$ cat config.mk
export PLATFORM = sky130hd
export DESIGN_NAME = sbc_config
export DESIGN_NICKNAME = d
export VERILOG_FILES = /design/src/sbc_pkg.sv /design/src/sbc_free_if.sv /design/src/sbc_free_timer.sv /design/src/sbc_config.sv
export VERILOG_INCLUDE_DIRS = /design/src
export SDC_FILE = /design/constraint.sdc
export NUM_CORES = 1
export LEC_CHECK = 0
export BUFFER_PORTS_ARGS = -buffer_cell sky130_fd_sc_hd__buf_2
export CELL_PAD_IN_SITES_DETAIL_PLACEMENT = 0
export CELL_PAD_IN_SITES_GLOBAL_PLACEMENT = 1
export CORE_ASPECT_RATIO = 1.1
export CORE_MARGIN = 5
export CORE_UTILIZATION = 37
export DETAILED_ROUTE_END_ITERATION = 8
export GPL_TIMING_DRIVEN = 1
export HOLD_SLACK_MARGIN = 0.05
export PLACE_DENSITY_LB_ADDON = 0.1
export SKIP_LAST_GASP = 1
export SLEW_MARGIN = 15
export SYNTH_ARGS = -nofsm -noshare
export SYNTH_HDL_FRONTEND = slang
export SYNTH_HIERARCHICAL = 1
export SYNTH_SLANG_ARGS = --single-unit
export TNS_END_PERCENT = 50
$ cat constraint.sdc
create_clock -name ref_clk_in -period 2 [get_ports ref_clk_in]
set_clock_uncertainty 0.2 [all_clocks]
set_input_delay 0.1 -clock ref_clk_in [delete_from_list [all_inputs] [get_ports ref_clk_in]]
set_output_delay 0.1 -clock ref_clk_in [all_outputs]
set_load 0.02 [all_outputs]
$ cat src/sbc_cfg.svh
`ifndef SBC_CFG_SVH
`define SBC_CFG_SVH
`define SBC_CFG_ADDR 8'hc1
`define SBC_CFG_RESET 8'h00
`define SBC_BIT_ENABLE 7
`define SBC_BIT_INHIBIT 6
`define SBC_BIT_BUSY 5
`define SBC_BIT_EXTHOLD 4
`define SBC_BIT_TOE 3
`define SBC_BIT_FTE 2
`define SBC_CS_HI 1
`define SBC_CS_LO 0
`define SBC_FREE_PERIODS 10
`endif

$ cat src/sbc_pkg.sv
package sbc_pkg;
    typedef enum logic [1:0] {
        SBC_SRC_T0 = 2'h0,
        SBC_SRC_T5 = 2'h1,
        SBC_SRC_T2H = 2'h2,
        SBC_SRC_T2L = 2'h3
    } sbc_src_t;
    typedef enum {
        SBC_IDLE,
        SBC_BUSY
    } sbc_state_t;
endpackage : sbc_pkg

$ cat src/sbc_free_if.sv
interface sbc_free_if;
    logic tick;
    logic lines_high;
    logic run;
    logic expired;
    modport ctl (output tick, output lines_high, output run, input expired);
    modport cnt (input tick, input lines_high, input run, output expired);
endinterface : sbc_free_if

$ cat src/sbc_free_timer.sv
`include "sbc_cfg.svh"
module sbc_free_timer
    import sbc_pkg::*;
#(
    parameter int PERIODS = `SBC_FREE_PERIODS
)
(
    input wire logic ref_clk_in,
    input wire logic sys_rst_in,
    input wire logic clk_en_in,
    sbc_free_if.cnt bus
);
    localparam int CW = $clog2(PERIODS + 2);
    logic [CW-1:0] count;

    // Counts source ticks with both lines high; fires on the eleventh one.
    always_ff @(posedge ref_clk_in or posedge sys_rst_in)
    begin
        if (sys_rst_in)
        begin
            count <= '0;
        end
        else if (clk_en_in)
        begin
            if (!bus.run || !bus.lines_high)
            begin
                count <= '0;
            end
            else if (bus.tick && count <= CW'(PERIODS))
            begin
                count <= count + CW'(1);
            end
        end
    end

    assign bus.expired = bus.run && bus.lines_high && bus.tick && (count == CW'(PERIODS));
endmodule : sbc_free_timer

$ cat src/sbc_config.sv
// Behaviour
// - Enable bit makes the port sample and monitor its lines; cleared, it ignores bus.
// - Slave inhibit suppresses slave event interrupts; master interrupts pass unchanged.
// - Busy flag sets during a transfer; clears on STOP or bus-free timeout.
// - Timing extension bit selects normal or extended SDA setup and hold.
// - SCL-low timeout holds timer in reload while clock high, counts while low.
// - In split mode only the timer high byte is held in reload.
// - Free timeout: bus free after both lines high over ten source periods.
// - Clock source field selects timer 0, timer 5, timer 2 high or low overflow.
//
// Design decision made here: strobed register access.
`include "sbc_cfg.svh"
module sbc_config
    import sbc_pkg::*;
(
    input wire logic ref_clk_in,
    input wire logic sys_rst_in,
    input wire logic clk_en_in,
    input wire logic [7:0] reg_addr_in,
    input wire logic [7:0] reg_wdata_in,
    input wire logic reg_wr_in,
    input wire logic reg_rd_in,
    output logic [7:0] reg_rdata_out,
    input wire logic port_data_line_in,
    input wire logic port_clock_line_in,
    input wire logic start_seen_in,
    input wire logic stop_seen_in,
    input wire logic slave_event_in,
    input wire logic master_event_in,
    input wire logic timer_split_mode_in,
    input wire logic timer0_ovf_in,
    input wire logic timer5_ovf_in,
    input wire logic timer2h_ovf_in,
    input wire logic timer2l_ovf_in,
    output logic port_active_out,
    output logic port_data_line_out,
    output logic port_clock_line_out,
    output logic irq_request_out,
    output logic sda_timing_extension_out,
    output logic timer_reload_high_out,
    output logic timer_reload_low_out,
    output logic bit_rate_tick_out,
    output logic bus_free_out
);
    logic port_enable_bit;
    logic slave_event_inhibit;
    logic sda_timing_extension;
    logic scl_low_timeout_enable;
    logic bus_free_timeout_enable;
    sbc_src_t bit_rate_source_select;
    sbc_state_t state;
    logic sda_q;
    logic scl_q;
    logic next_tick;
    logic cfg_wr;
    logic [7:0] cfg_value;
    sbc_free_if fif ();

    assign cfg_wr = reg_wr_in && (reg_addr_in == `SBC_CFG_ADDR);

    // The busy bit lane of the write data is discarded.
    always_ff @(posedge ref_clk_in or posedge sys_rst_in)
    begin
        if (sys_rst_in)
        begin
            port_enable_bit <= 1'b0;
            slave_event_inhibit <= 1'b0;
            sda_timing_extension <= 1'b0;
            scl_low_timeout_enable <= 1'b0;
            bus_free_timeout_enable <= 1'b0;
            bit_rate_source_select <= SBC_SRC_T0;
        end
        else if (clk_en_in && cfg_wr)
        begin
            port_enable_bit <= reg_wdata_in[`SBC_BIT_ENABLE];
            slave_event_inhibit <= reg_wdata_in[`SBC_BIT_INHIBIT];
            sda_timing_extension <= reg_wdata_in[`SBC_BIT_EXTHOLD];
            scl_low_timeout_enable <= reg_wdata_in[`SBC_BIT_TOE];
            bus_free_timeout_enable <= reg_wdata_in[`SBC_BIT_FTE];
            bit_rate_source_select <= sbc_src_t'(reg_wdata_in[`SBC_CS_HI:`SBC_CS_LO]);
        end
    end

    always_comb
    begin
        cfg_value = 8'h00;
        cfg_value[`SBC_BIT_ENABLE] = port_enable_bit;
        cfg_value[`SBC_BIT_INHIBIT] = slave_event_inhibit;
        cfg_value[`SBC_BIT_BUSY] = (state == SBC_BUSY);
        cfg_value[`SBC_BIT_EXTHOLD] = sda_timing_extension;
        cfg_value[`SBC_BIT_TOE] = scl_low_timeout_enable;
        cfg_value[`SBC_BIT_FTE] = bus_free_timeout_enable;
        cfg_value[`SBC_CS_HI:`SBC_CS_LO] = bit_rate_source_select;
    end

    always_ff @(posedge ref_clk_in or posedge sys_rst_in)
    begin
        if (sys_rst_in)
        begin
            reg_rdata_out <= 8'h00;
        end
        else if (clk_en_in)
        begin
            reg_rdata_out <= (reg_rd_in && reg_addr_in == `SBC_CFG_ADDR) ? cfg_value : 8'h00;
        end
    end

    // Line sampling runs only while the port is enabled; idle lines read high.
    always_ff @(posedge ref_clk_in or posedge sys_rst_in)
    begin
        if (sys_rst_in)
        begin
            sda_q <= 1'b1;
            scl_q <= 1'b1;
        end
        else if (clk_en_in)
        begin
            sda_q <= port_enable_bit ? port_data_line_in : 1'b1;
            scl_q <= port_enable_bit ? port_clock_line_in : 1'b1;
        end
    end

    always_comb
    begin
        unique case (bit_rate_source_select)
            SBC_SRC_T0: next_tick = timer0_ovf_in;
            SBC_SRC_T5: next_tick = timer5_ovf_in;
            SBC_SRC_T2H: next_tick = timer2h_ovf_in;
            SBC_SRC_T2L: next_tick = timer2l_ovf_in;
        endcase
    end

    assign fif.tick = next_tick;
    assign fif.lines_high = sda_q && scl_q;
    assign fif.run = port_enable_bit && bus_free_timeout_enable && (state == SBC_BUSY);

    sbc_free_timer #(.PERIODS(`SBC_FREE_PERIODS)) u_free (
        .ref_clk_in(ref_clk_in),
        .sys_rst_in(sys_rst_in),
        .clk_en_in(clk_en_in),
        .bus(fif.cnt)
    );

    // Start sets busy over stop or timeout in the same cycle.
    always_ff @(posedge ref_clk_in or posedge sys_rst_in)
    begin
        if (sys_rst_in)
        begin
            state <= SBC_IDLE;
        end
        else if (clk_en_in)
        begin
            if (!port_enable_bit)
            begin
                state <= SBC_IDLE;
            end
            else if (start_seen_in)
            begin
                state <= SBC_BUSY;
            end
            else if (stop_seen_in || fif.expired)
            begin
                state <= SBC_IDLE;
            end
        end
    end

    always_ff @(posedge ref_clk_in or posedge sys_rst_in)
    begin
        if (sys_rst_in)
        begin
            port_active_out <= 1'b0;
            port_data_line_out <= 1'b1;
            port_clock_line_out <= 1'b1;
            irq_request_out <= 1'b0;
            sda_timing_extension_out <= 1'b0;
            timer_reload_high_out <= 1'b0;
            timer_reload_low_out <= 1'b0;
            bit_rate_tick_out <= 1'b0;
            bus_free_out <= 1'b1;
        end
        else if (clk_en_in)
        begin
            port_active_out <= port_enable_bit;
            port_data_line_out <= sda_q;
            port_clock_line_out <= scl_q;
            irq_request_out <= port_enable_bit && (master_event_in || (slave_event_in && !slave_event_inhibit));
            sda_timing_extension_out <= sda_timing_extension;
            timer_reload_high_out <= port_enable_bit && scl_low_timeout_enable && port_clock_line_in;
            timer_reload_low_out <= port_enable_bit && scl_low_timeout_enable && port_clock_line_in
                && !timer_split_mode_in;
            bit_rate_tick_out <= port_enable_bit && next_tick;
            bus_free_out <= (state == SBC_IDLE);
        end
    end

    a_busy_clears: assert property (@(posedge ref_clk_in) disable iff (sys_rst_in)
        clk_en_in && port_enable_bit && !start_seen_in && stop_seen_in |=> state == SBC_IDLE)
        else $error("busy did not clear on stop");
    a_busy_sets: assert property (@(posedge ref_clk_in) disable iff (sys_rst_in)
        clk_en_in && port_enable_bit && start_seen_in |=> state == SBC_BUSY)
        else $error("busy did not set on start");
    a_inhibit_slave: assert property (@(posedge ref_clk_in) disable iff (sys_rst_in)
        clk_en_in && slave_event_inhibit && !master_event_in |=> !irq_request_out)
        else $error("slave interrupt not inhibited");
    a_master_irq: assert property (@(posedge ref_clk_in) disable iff (sys_rst_in)
        clk_en_in && port_enable_bit && master_event_in |=> irq_request_out)
        else $error("master interrupt lost");
    a_reload_high: assert property (@(posedge ref_clk_in) disable iff (sys_rst_in)
        clk_en_in && port_enable_bit && scl_low_timeout_enable |=> timer_reload_high_out == $past(port_clock_line_in))
        else $error("timer reload does not follow clock line");
    a_split_low: assert property (@(posedge ref_clk_in) disable iff (sys_rst_in)
        clk_en_in && timer_split_mode_in |=> !timer_reload_low_out)
        else $error("low byte reloaded in split mode");
    a_disabled_idle: assert property (@(posedge ref_clk_in) disable iff (sys_rst_in)
        clk_en_in && !port_enable_bit |=> state == SBC_IDLE && sda_q && scl_q)
        else $error("disabled port still active");
    a_busy_readback: assert property (@(posedge ref_clk_in) disable iff (sys_rst_in)
        clk_en_in && reg_rd_in && reg_addr_in == `SBC_CFG_ADDR |=> reg_rdata_out[`SBC_BIT_BUSY] == $past(state == SBC_BUSY))
        else $error("busy readback wrong");
    a_source_t5: assert property (@(posedge ref_clk_in) disable iff (sys_rst_in)
        clk_en_in && port_enable_bit && bit_rate_source_select == SBC_SRC_T5 |=> bit_rate_tick_out == $past(timer5_ovf_in))
        else $error("wrong bit rate source");
    a_ext_timing: assert property (@(posedge ref_clk_in) disable iff (sys_rst_in)
        clk_en_in |=> sda_timing_extension_out == $past(sda_timing_extension))
        else $error("timing extension not applied");
    a_free_clears: assert property (@(posedge ref_clk_in) disable iff (sys_rst_in)
        clk_en_in && port_enable_bit && !start_seen_in && fif.expired |=> state == SBC_IDLE)
        else $error("busy did not clear on free timeout");
endmodule : sbc_config

==> flow_summary.toml, run 1 <==
[route]
dr.pass1.iters = 4
drc = 0
viasPerCell = 4.74
vias = 1186
drt_iter0_drc = 60
wl_per_cell_um = 13.6
wirelength_um = 3390
postRouteAntennaNets = 0

[place]
port_buffers = 47
place_inst = 226
place_area_sq_um = 1740
place_hpwl_um = 2500
place_congestion = 0.822

[synth]
yosysUniqueCellTypes = 34
synth_warnings = 6
ys_ff_latch = 31
synthesis.nets = 163
synth-main-ff-cell = "dfrtp_1"
ys_seq_area_frac = 0.543
synth_edf_count = 0
syn-cell-area_sq_um = 1440
syn_inst = 129
avgSynthCellArea_sq_um = 11.2
synth-async-reset-ratio = 1.00

[pwr]
p_leak_nw = 0.980
vdd_drop_max_v = 0.000433
finalPower_mw = 1.41
power_density_nw_per_um2 = 696

[setup_path]
critPathRequiredTime_ps = 1960
path_cells = "mux4_2, a21boi_2, nand4b_1, or3b_1"
worstSetupPathType = "register to register"
max_stage_delay_ps = 560
rrSetupSlack_ps = 70
critPathArrivalTime_ps = 1890
reg2reg_to = "u_free/count[1]$_DFFE_PP0P_"
path_max_fanout = 5
end_kind = "register"
cpMaxStageDelayCell = "mux4_2"
r2r-start = "bit_rate_source_select[0]$_DFFE_PP0P_"
ff2ff_path_depth = 4
start_kind = "register"

[layout]
area_delta_synth_final_pct = 40.4
multi_input_area_sq_um = 558
fillerInstances = 337
final_cells = 250
seqCellArea_sq_um = 782
utilization = 0.544
nets = 233
layout-drive-gt1-share = 0.405
fin_area_sq_um = 2020
antenna_cells = 0

[clocking]
cts_htree_levels = 2
cts-hold-fix-buffers = 16
cts_buffer_depth = 2
cts_tree = "built"
post-cts-setup-buffers = 0
cts_sinks = 31
cts-root-buf = "clkbuf_8"
clk_pin_slew_worst_paths_ps = 60
clk_latency_ps = 280
cts_buffers = 5
cts-resized-gates = 0

[floorplan]
die_w_um = 69.5
die_h_um = 75.4
core_area_sq_um = 3710
io_pins = 49
rows = 23
start_util = 0.388
design.die.area_sq_um = 5240

[sta]
worstMarginPinSlew_ps = 365
finalHoldViolCount = 0
rsz0062_at_grt = "false"
timing.fmax_mhz = 517
period_minus_slack_ps = 1930
final-max-slew-violation-count = 0
setup_viol = 0
fin_tns_setup_ps = 0
finalCritPeriodShare = 0.967
slew-limit-headroom = 0.756

[worst_hold_path]
holdPathStages = 3
hp-class = "primary input to register"
hold_start = "clk_en_in"
hold-path-endpoint = "u_free/count[3]$_DFFE_PP0P_"

[global_routing]
gr-total-overflow = 0
grt_pass1_vias = 1213
antenna_found_initial = 0
grt_pass1_wl_um = 5700
grt_usage = 0.143
grt_start_max_net_pins = 28

[run]
max_cap_viol_count = 0

[outcome]
outcome = "finished clean"
## cell usage in the layout (no fill, tap or decap), types with 2 or more instances in the layout
cell / n
dfstp_2: 5
nand3_1: 5
nand2_1: 13
nor2_1: 2
buf_4: 4
a21oi_1: 4
inv_1: 20
dfrtp_1: 26
buf_2: 47
and3_1: 3
o22ai_1: 10
mux2_2: 11
nor2b_1: 2
dlygate4sd3_1: 16
clkbuf_8: 6
o22a_1: 2
ha_1: 2
o21ai_0: 3
## where the power goes
| part | internal [mW] | switching (mW) | leakage, nW | total [mW] |
|---|---|---|---|---|
| Clock | 0.403 | 0.236 | 0.0612 | 0.639 |
| Combinational | 0.0672 | 0.0542 | 0.504 | 0.121 |
| Sequential | 0.638 | 0.00692 | 0.415 | 0.645 |
| Total | 1.11 | 0.297 | 0.980 | 1.41 |
## critical path: cells and delay by family (launching register included)
kind	cells	cell delay (ps)
AOI/OAI and AO/OA	1	210
DFF	1	400
muxes	1	560
and+or+nand+nor	2	450
## cell type report
cell class                      count  share of cell area
Clock buffer                        6              0.0409
Clock inverter                      2              0.0173
Multi-Input combinational cell     74               0.276
Timing Repair Buffer               67               0.211
Sequential cell                    31               0.387
Inverter                           20              0.0372
Tap cell                           50              0.0310
## per-stage QoR
stage | setup WS, ps | hold WS [ps]
6_report | 65.1 | 56.9
5_1_grt | 4.89 | 73.4
4_1_cts | 64.8 | 54.2
3_5_place_dp | 72.9 | -191
3_3_place_gp | 121 | -193
2_1_floorplan | 178 | -334
## layer usage
| layer | part of all wire | vias up | wire (um) | global-route usage |
|---|---|---|---|---|
| li1 | - | 587 | - | - |
| met1 | 0.43 | 570 | 1460 | 0.165 |
| met2 | 0.50 | 27 | 1700 | 0.240 |
| met3 | 0.057 | 2 | 193 | 0.0528 |
| met4 | 0.0086 | 0 | 29 | 0.0651 |
| met5 | 0 | - | 0 | 0 |
## sequential cells by signal (all words and copies together), names as in the netlist
signal / flops
reg_rdata_out: 8
u_free/count: 4
bit_rate_source_select: 2
bit_rate_tick_out: 1
bus_free_out: 1
bus_free_timeout_enable: 1
irq_request_out: 1
port_active_out: 1
port_clock_line_out: 1
port_data_line_out: 1
port_enable_bit: 1
scl_low_timeout_enable: 1
scl_q: 1
sda_q: 1
sda_timing_extension: 1
sda_timing_extension_out: 1
slave_event_inhibit: 1
state: 1
timer_reload_high_out: 1
timer_reload_low_out: 1
## cells by family after synthesis
logic type	Yosys count	share of synthesized area
AO/OA/AOI/OAI	25	0.117
adder cells (fa/ha/maj)	2	0.0174
buffers and inverters	24	0.0687
flip-flops	31	0.543
multiplexers	13	0.109
AND/OR/NAND/NOR	34	0.145
## cell usage after synthesis, drive strengths merged, types with 2 or more instances
| master | number | area (sq um) |
|---|---|---|
| inv | 20 | 75.1 |
| o22ai | 10 | 62.6 |
| nor2b | 2 | 12.5 |
| mux2 | 11 | 124 |
| dfstp | 5 | 131 |
| nor2 | 2 | 7.51 |
| dfrtp | 26 | 651 |
| ha | 2 | 25.0 |
| and3 | 3 | 18.8 |
| o22a | 2 | 17.5 |
| buf | 2 | 16.3 |
| o21ai | 3 | 15.0 |
| a21oi | 4 | 20.0 |
| nand2 | 13 | 48.8 |
| clkbuf | 2 | 7.51 |
| nand3 | 5 | 25.0 |
## worst max-delay path by stage
stage                     cells after the start                             startpoint                           to
after floorplan                               4  bit_rate_source_select[0]$_DFFE_PP0P_  u_free/count[1]$_DFFE_PP0P_
after global placement                        4  bit_rate_source_select[0]$_DFFE_PP0P_  u_free/count[1]$_DFFE_PP0P_
after detailed placement                      4  bit_rate_source_select[0]$_DFFE_PP0P_  u_free/count[1]$_DFFE_PP0P_
after CTS                                     4  bit_rate_source_select[0]$_DFFE_PP0P_  u_free/count[1]$_DFFE_PP0P_
after global routing                          4  bit_rate_source_select[0]$_DFFE_PP0P_  u_free/count[1]$_DFFE_PP0P_
final                                         4  bit_rate_source_select[0]$_DFFE_PP0P_  u_free/count[1]$_DFFE_PP0P_
Note: power is estimated with default switching activity, not from simulation.
==> inputs of run 2 (changes only) <==
--- a/config.mk
+++ b/config.mk
@@ -12,5 +12,5 @@
 export CORE_ASPECT_RATIO = 1.1
 export CORE_MARGIN = 5
-export CORE_UTILIZATION = 37
+export CORE_UTILIZATION = 40
 export DETAILED_ROUTE_END_ITERATION = 8
 export GPL_TIMING_DRIVEN = 1
@@ -23,3 +23,2 @@
 export SYNTH_HIERARCHICAL = 1
 export SYNTH_SLANG_ARGS = --single-unit
-export TNS_END_PERCENT = 50
==> constraint.sdc (replaced) <==
create_clock -name ref_clk_in -period 2.3 [get_ports ref_clk_in]
set_clock_uncertainty 0.2 [all_clocks]
set_input_delay 0.345 -clock ref_clk_in [delete_from_list [all_inputs] [get_ports ref_clk_in]]
set_output_delay 0.345 -clock ref_clk_in [all_outputs]
set_load 0.02 [all_outputs]
==> run 2 against run 1 <==
Net effect:
- final area is 5.7% lower
- sequential cell count stayed put
- cell count is 3.6% lower
- largest cell class unchanged
- largest power group unchanged
==> flow_summary.toml, run 2 (synthesized netlist as in run 1, its figures left out) <==
[outcome]
outcome = "finished clean"

[floorplan]
die_w_um = 67.2
design.die.area_sq_um = 4900
core_area_sq_um = 3410
rows = 22
io_pins = 49
start_util = 0.422
die_h_um = 72.9

[place]
place_ws_ps = 339
port_buffers = 47
place_hpwl_um = 2420
place_congestion = 0.847
place_inst = 223
place_area_sq_um = 1730

[setup_path]
path_buf_inv = 0
worstSetupPathType = "register to register"
critPathArrivalTime_ps = 1980
end_kind = "register"
cpMaxStageDelayCell = "mux4_2"
start_kind = "register"
max_stage_delay_ps = 570
critPathRequiredTime_ps = 2320
path_cells = "mux4_2, a21boi_2, nand4b_1, or3b_1"
reg2reg_to = "u_free/count[1]$_DFFE_PP0P_"
crit_family = "multiplexers"
path_max_fanout = 5
r2r-start = "bit_rate_source_select[0]$_DFFE_PP0P_"
ff2ff_path_depth = 4
rrSetupSlack_ps = 340

[route]
route.met2.wl_um = 1600
vias = 1197
postRouteAntennaNets = 0
wirelength_um = 3330
wirelength_met1_um = 1400
drt_iter0_drc = 58
top_layer_used = "met4"
viasPerCell = 4.97
dr.pass1.iters = 4
drc = 0
wl_per_cell_um = 13.8
dr_wl_met3_um = 264

[clocking]
clk_pin_slew_worst_paths_ps = 100
cts_htree_levels = 2
cts_buffers = 5
cts_sinks = 31
cts-root-buf = "clkbuf_4"
cts_buffer_depth = 2
clk_latency_ps = 340
cts_tree = "built"
cts-resized-gates = 0

[layout]
nets = 226
top_regs = "reg_rdata_out x8, u_free/count x4, bit_rate_source_select x2"
area_delta_synth_final_pct = 32.4
fillerInstances = 336
utilization = 0.558
largest_reg_flops = 8
final_common_cell = "buf_2"
final_cell_mix = "buf_2, dfrtp_1, inv_1"
registers.top_by_ff_count = "reg_rdata_out"
antenna_cells = 0
layout-drive-gt1-share = 0.415
fin_area_sq_um = 1910
final_cells = 241

[sta]
whs_ps = 91.4
worstMarginPinSlew_ps = 383
timing.fmax_mhz = 511
setup_slack_ps = 341
finalHoldViolCount = 0
final-max-slew-violation-count = 0
finalCritPeriodShare = 0.852
rsz0062_at_grt = "false"
fin_tns_setup_ps = 0
setup_viol = 0
period_minus_slack_ps = 1960
slew-limit-headroom = 0.744

[worst_hold_path]
hp-class = "primary input to register"
hold_start = "master_event_in"
holdPathStages = 3
hold-path-endpoint = "irq_request_out$_DFFE_PP0P_"

[global_routing]
gr-total-overflow = 0
grt_start_max_net_pins = 28
grt_usage = 0.149
grt_pass1_vias = 1197
grt_pass1_wl_um = 5380
antenna_found_initial = 0

[pwr]
p_leak_nw = 0.924
vdd_drop_max_v = 0.000355
power_density_nw_per_um2 = 544
finalPower_mw = 1.04

[run]
max_cap_viol_count = 0
run 2: changes by cell type in the layout (fill, tap and decap cells not counted), sizes merged:
cell / change
clkinvlp: +1
buf: -1
dlygate4sd3: -6
bufinv: -1
clkinv: -1
clkbuf: +1
run 2: worst max path at each step:
stage | startpoint | endpoint | slack [ps] | cells past startpoint
5_1_grt | bit_rate_source_select[0]$_DFFE_PP0P_ | u_free/count[1]$_DFFE_PP0P_ | 270 | 4
4_1_cts | bit_rate_source_select[0]$_DFFE_PP0P_ | u_free/count[1]$_DFFE_PP0P_ | 340 | 4
2_1_floorplan | bit_rate_source_select[0]$_DFFE_PP0P_ | u_free/count[1]$_DFFE_PP0P_ | 480 | 4
6_report | bit_rate_source_select[0]$_DFFE_PP0P_ | u_free/count[1]$_DFFE_PP0P_ | 340 | 4
3_3_place_gp | timer2l_ovf_in | u_free/count[1]$_DFFE_PP0P_ | 360 | 5
3_5_place_dp | timer2l_ovf_in | u_free/count[1]$_DFFE_PP0P_ | 340 | 5
run 2: per-layer routing:
| metal | vias to the layer above | global-route usage |
|---|---|---|
| met5 | - | 0 |
| met4 | 0 | 0.0676 |
| met3 | 5 | 0.0632 |
| met2 | 48 | 0.235 |
| met1 | 568 | 0.176 |
| li1 | 576 | - |
run 2: power breakdown:
part	leakage (nW)	internal (mW)	switching [mW]
clock network	0.0375	0.178	0.199
registers	0.415	0.555	0.00652
logic	0.472	0.0513	0.0467
run 2: cell type report:
class / instances / area (sq um) / share of cell area
Timing Repair Buffer: 60 / 358 / 0.188
Inverter: 20 / 75.1 / 0.0394
Sequential cell: 31 / 782 / 0.410
Multi-Input combinational cell: 74 / 558 / 0.293
Clock buffer: 7 / 65.1 / 0.0341
Clock inverter: 1 / 7.51 / 0.00394
Tap cell: 48 / 60.1 / 0.0315
run 2: worst min-delay path: stages:
cell     delay (ps)
buf_2            80
a21oi_1          30
o22ai_1         130
run 2: timing repair:
item                                   CTS  global route
endpoints found under the hold margin   35             0
hold buffers                            10             0
setup buffers                            0             0
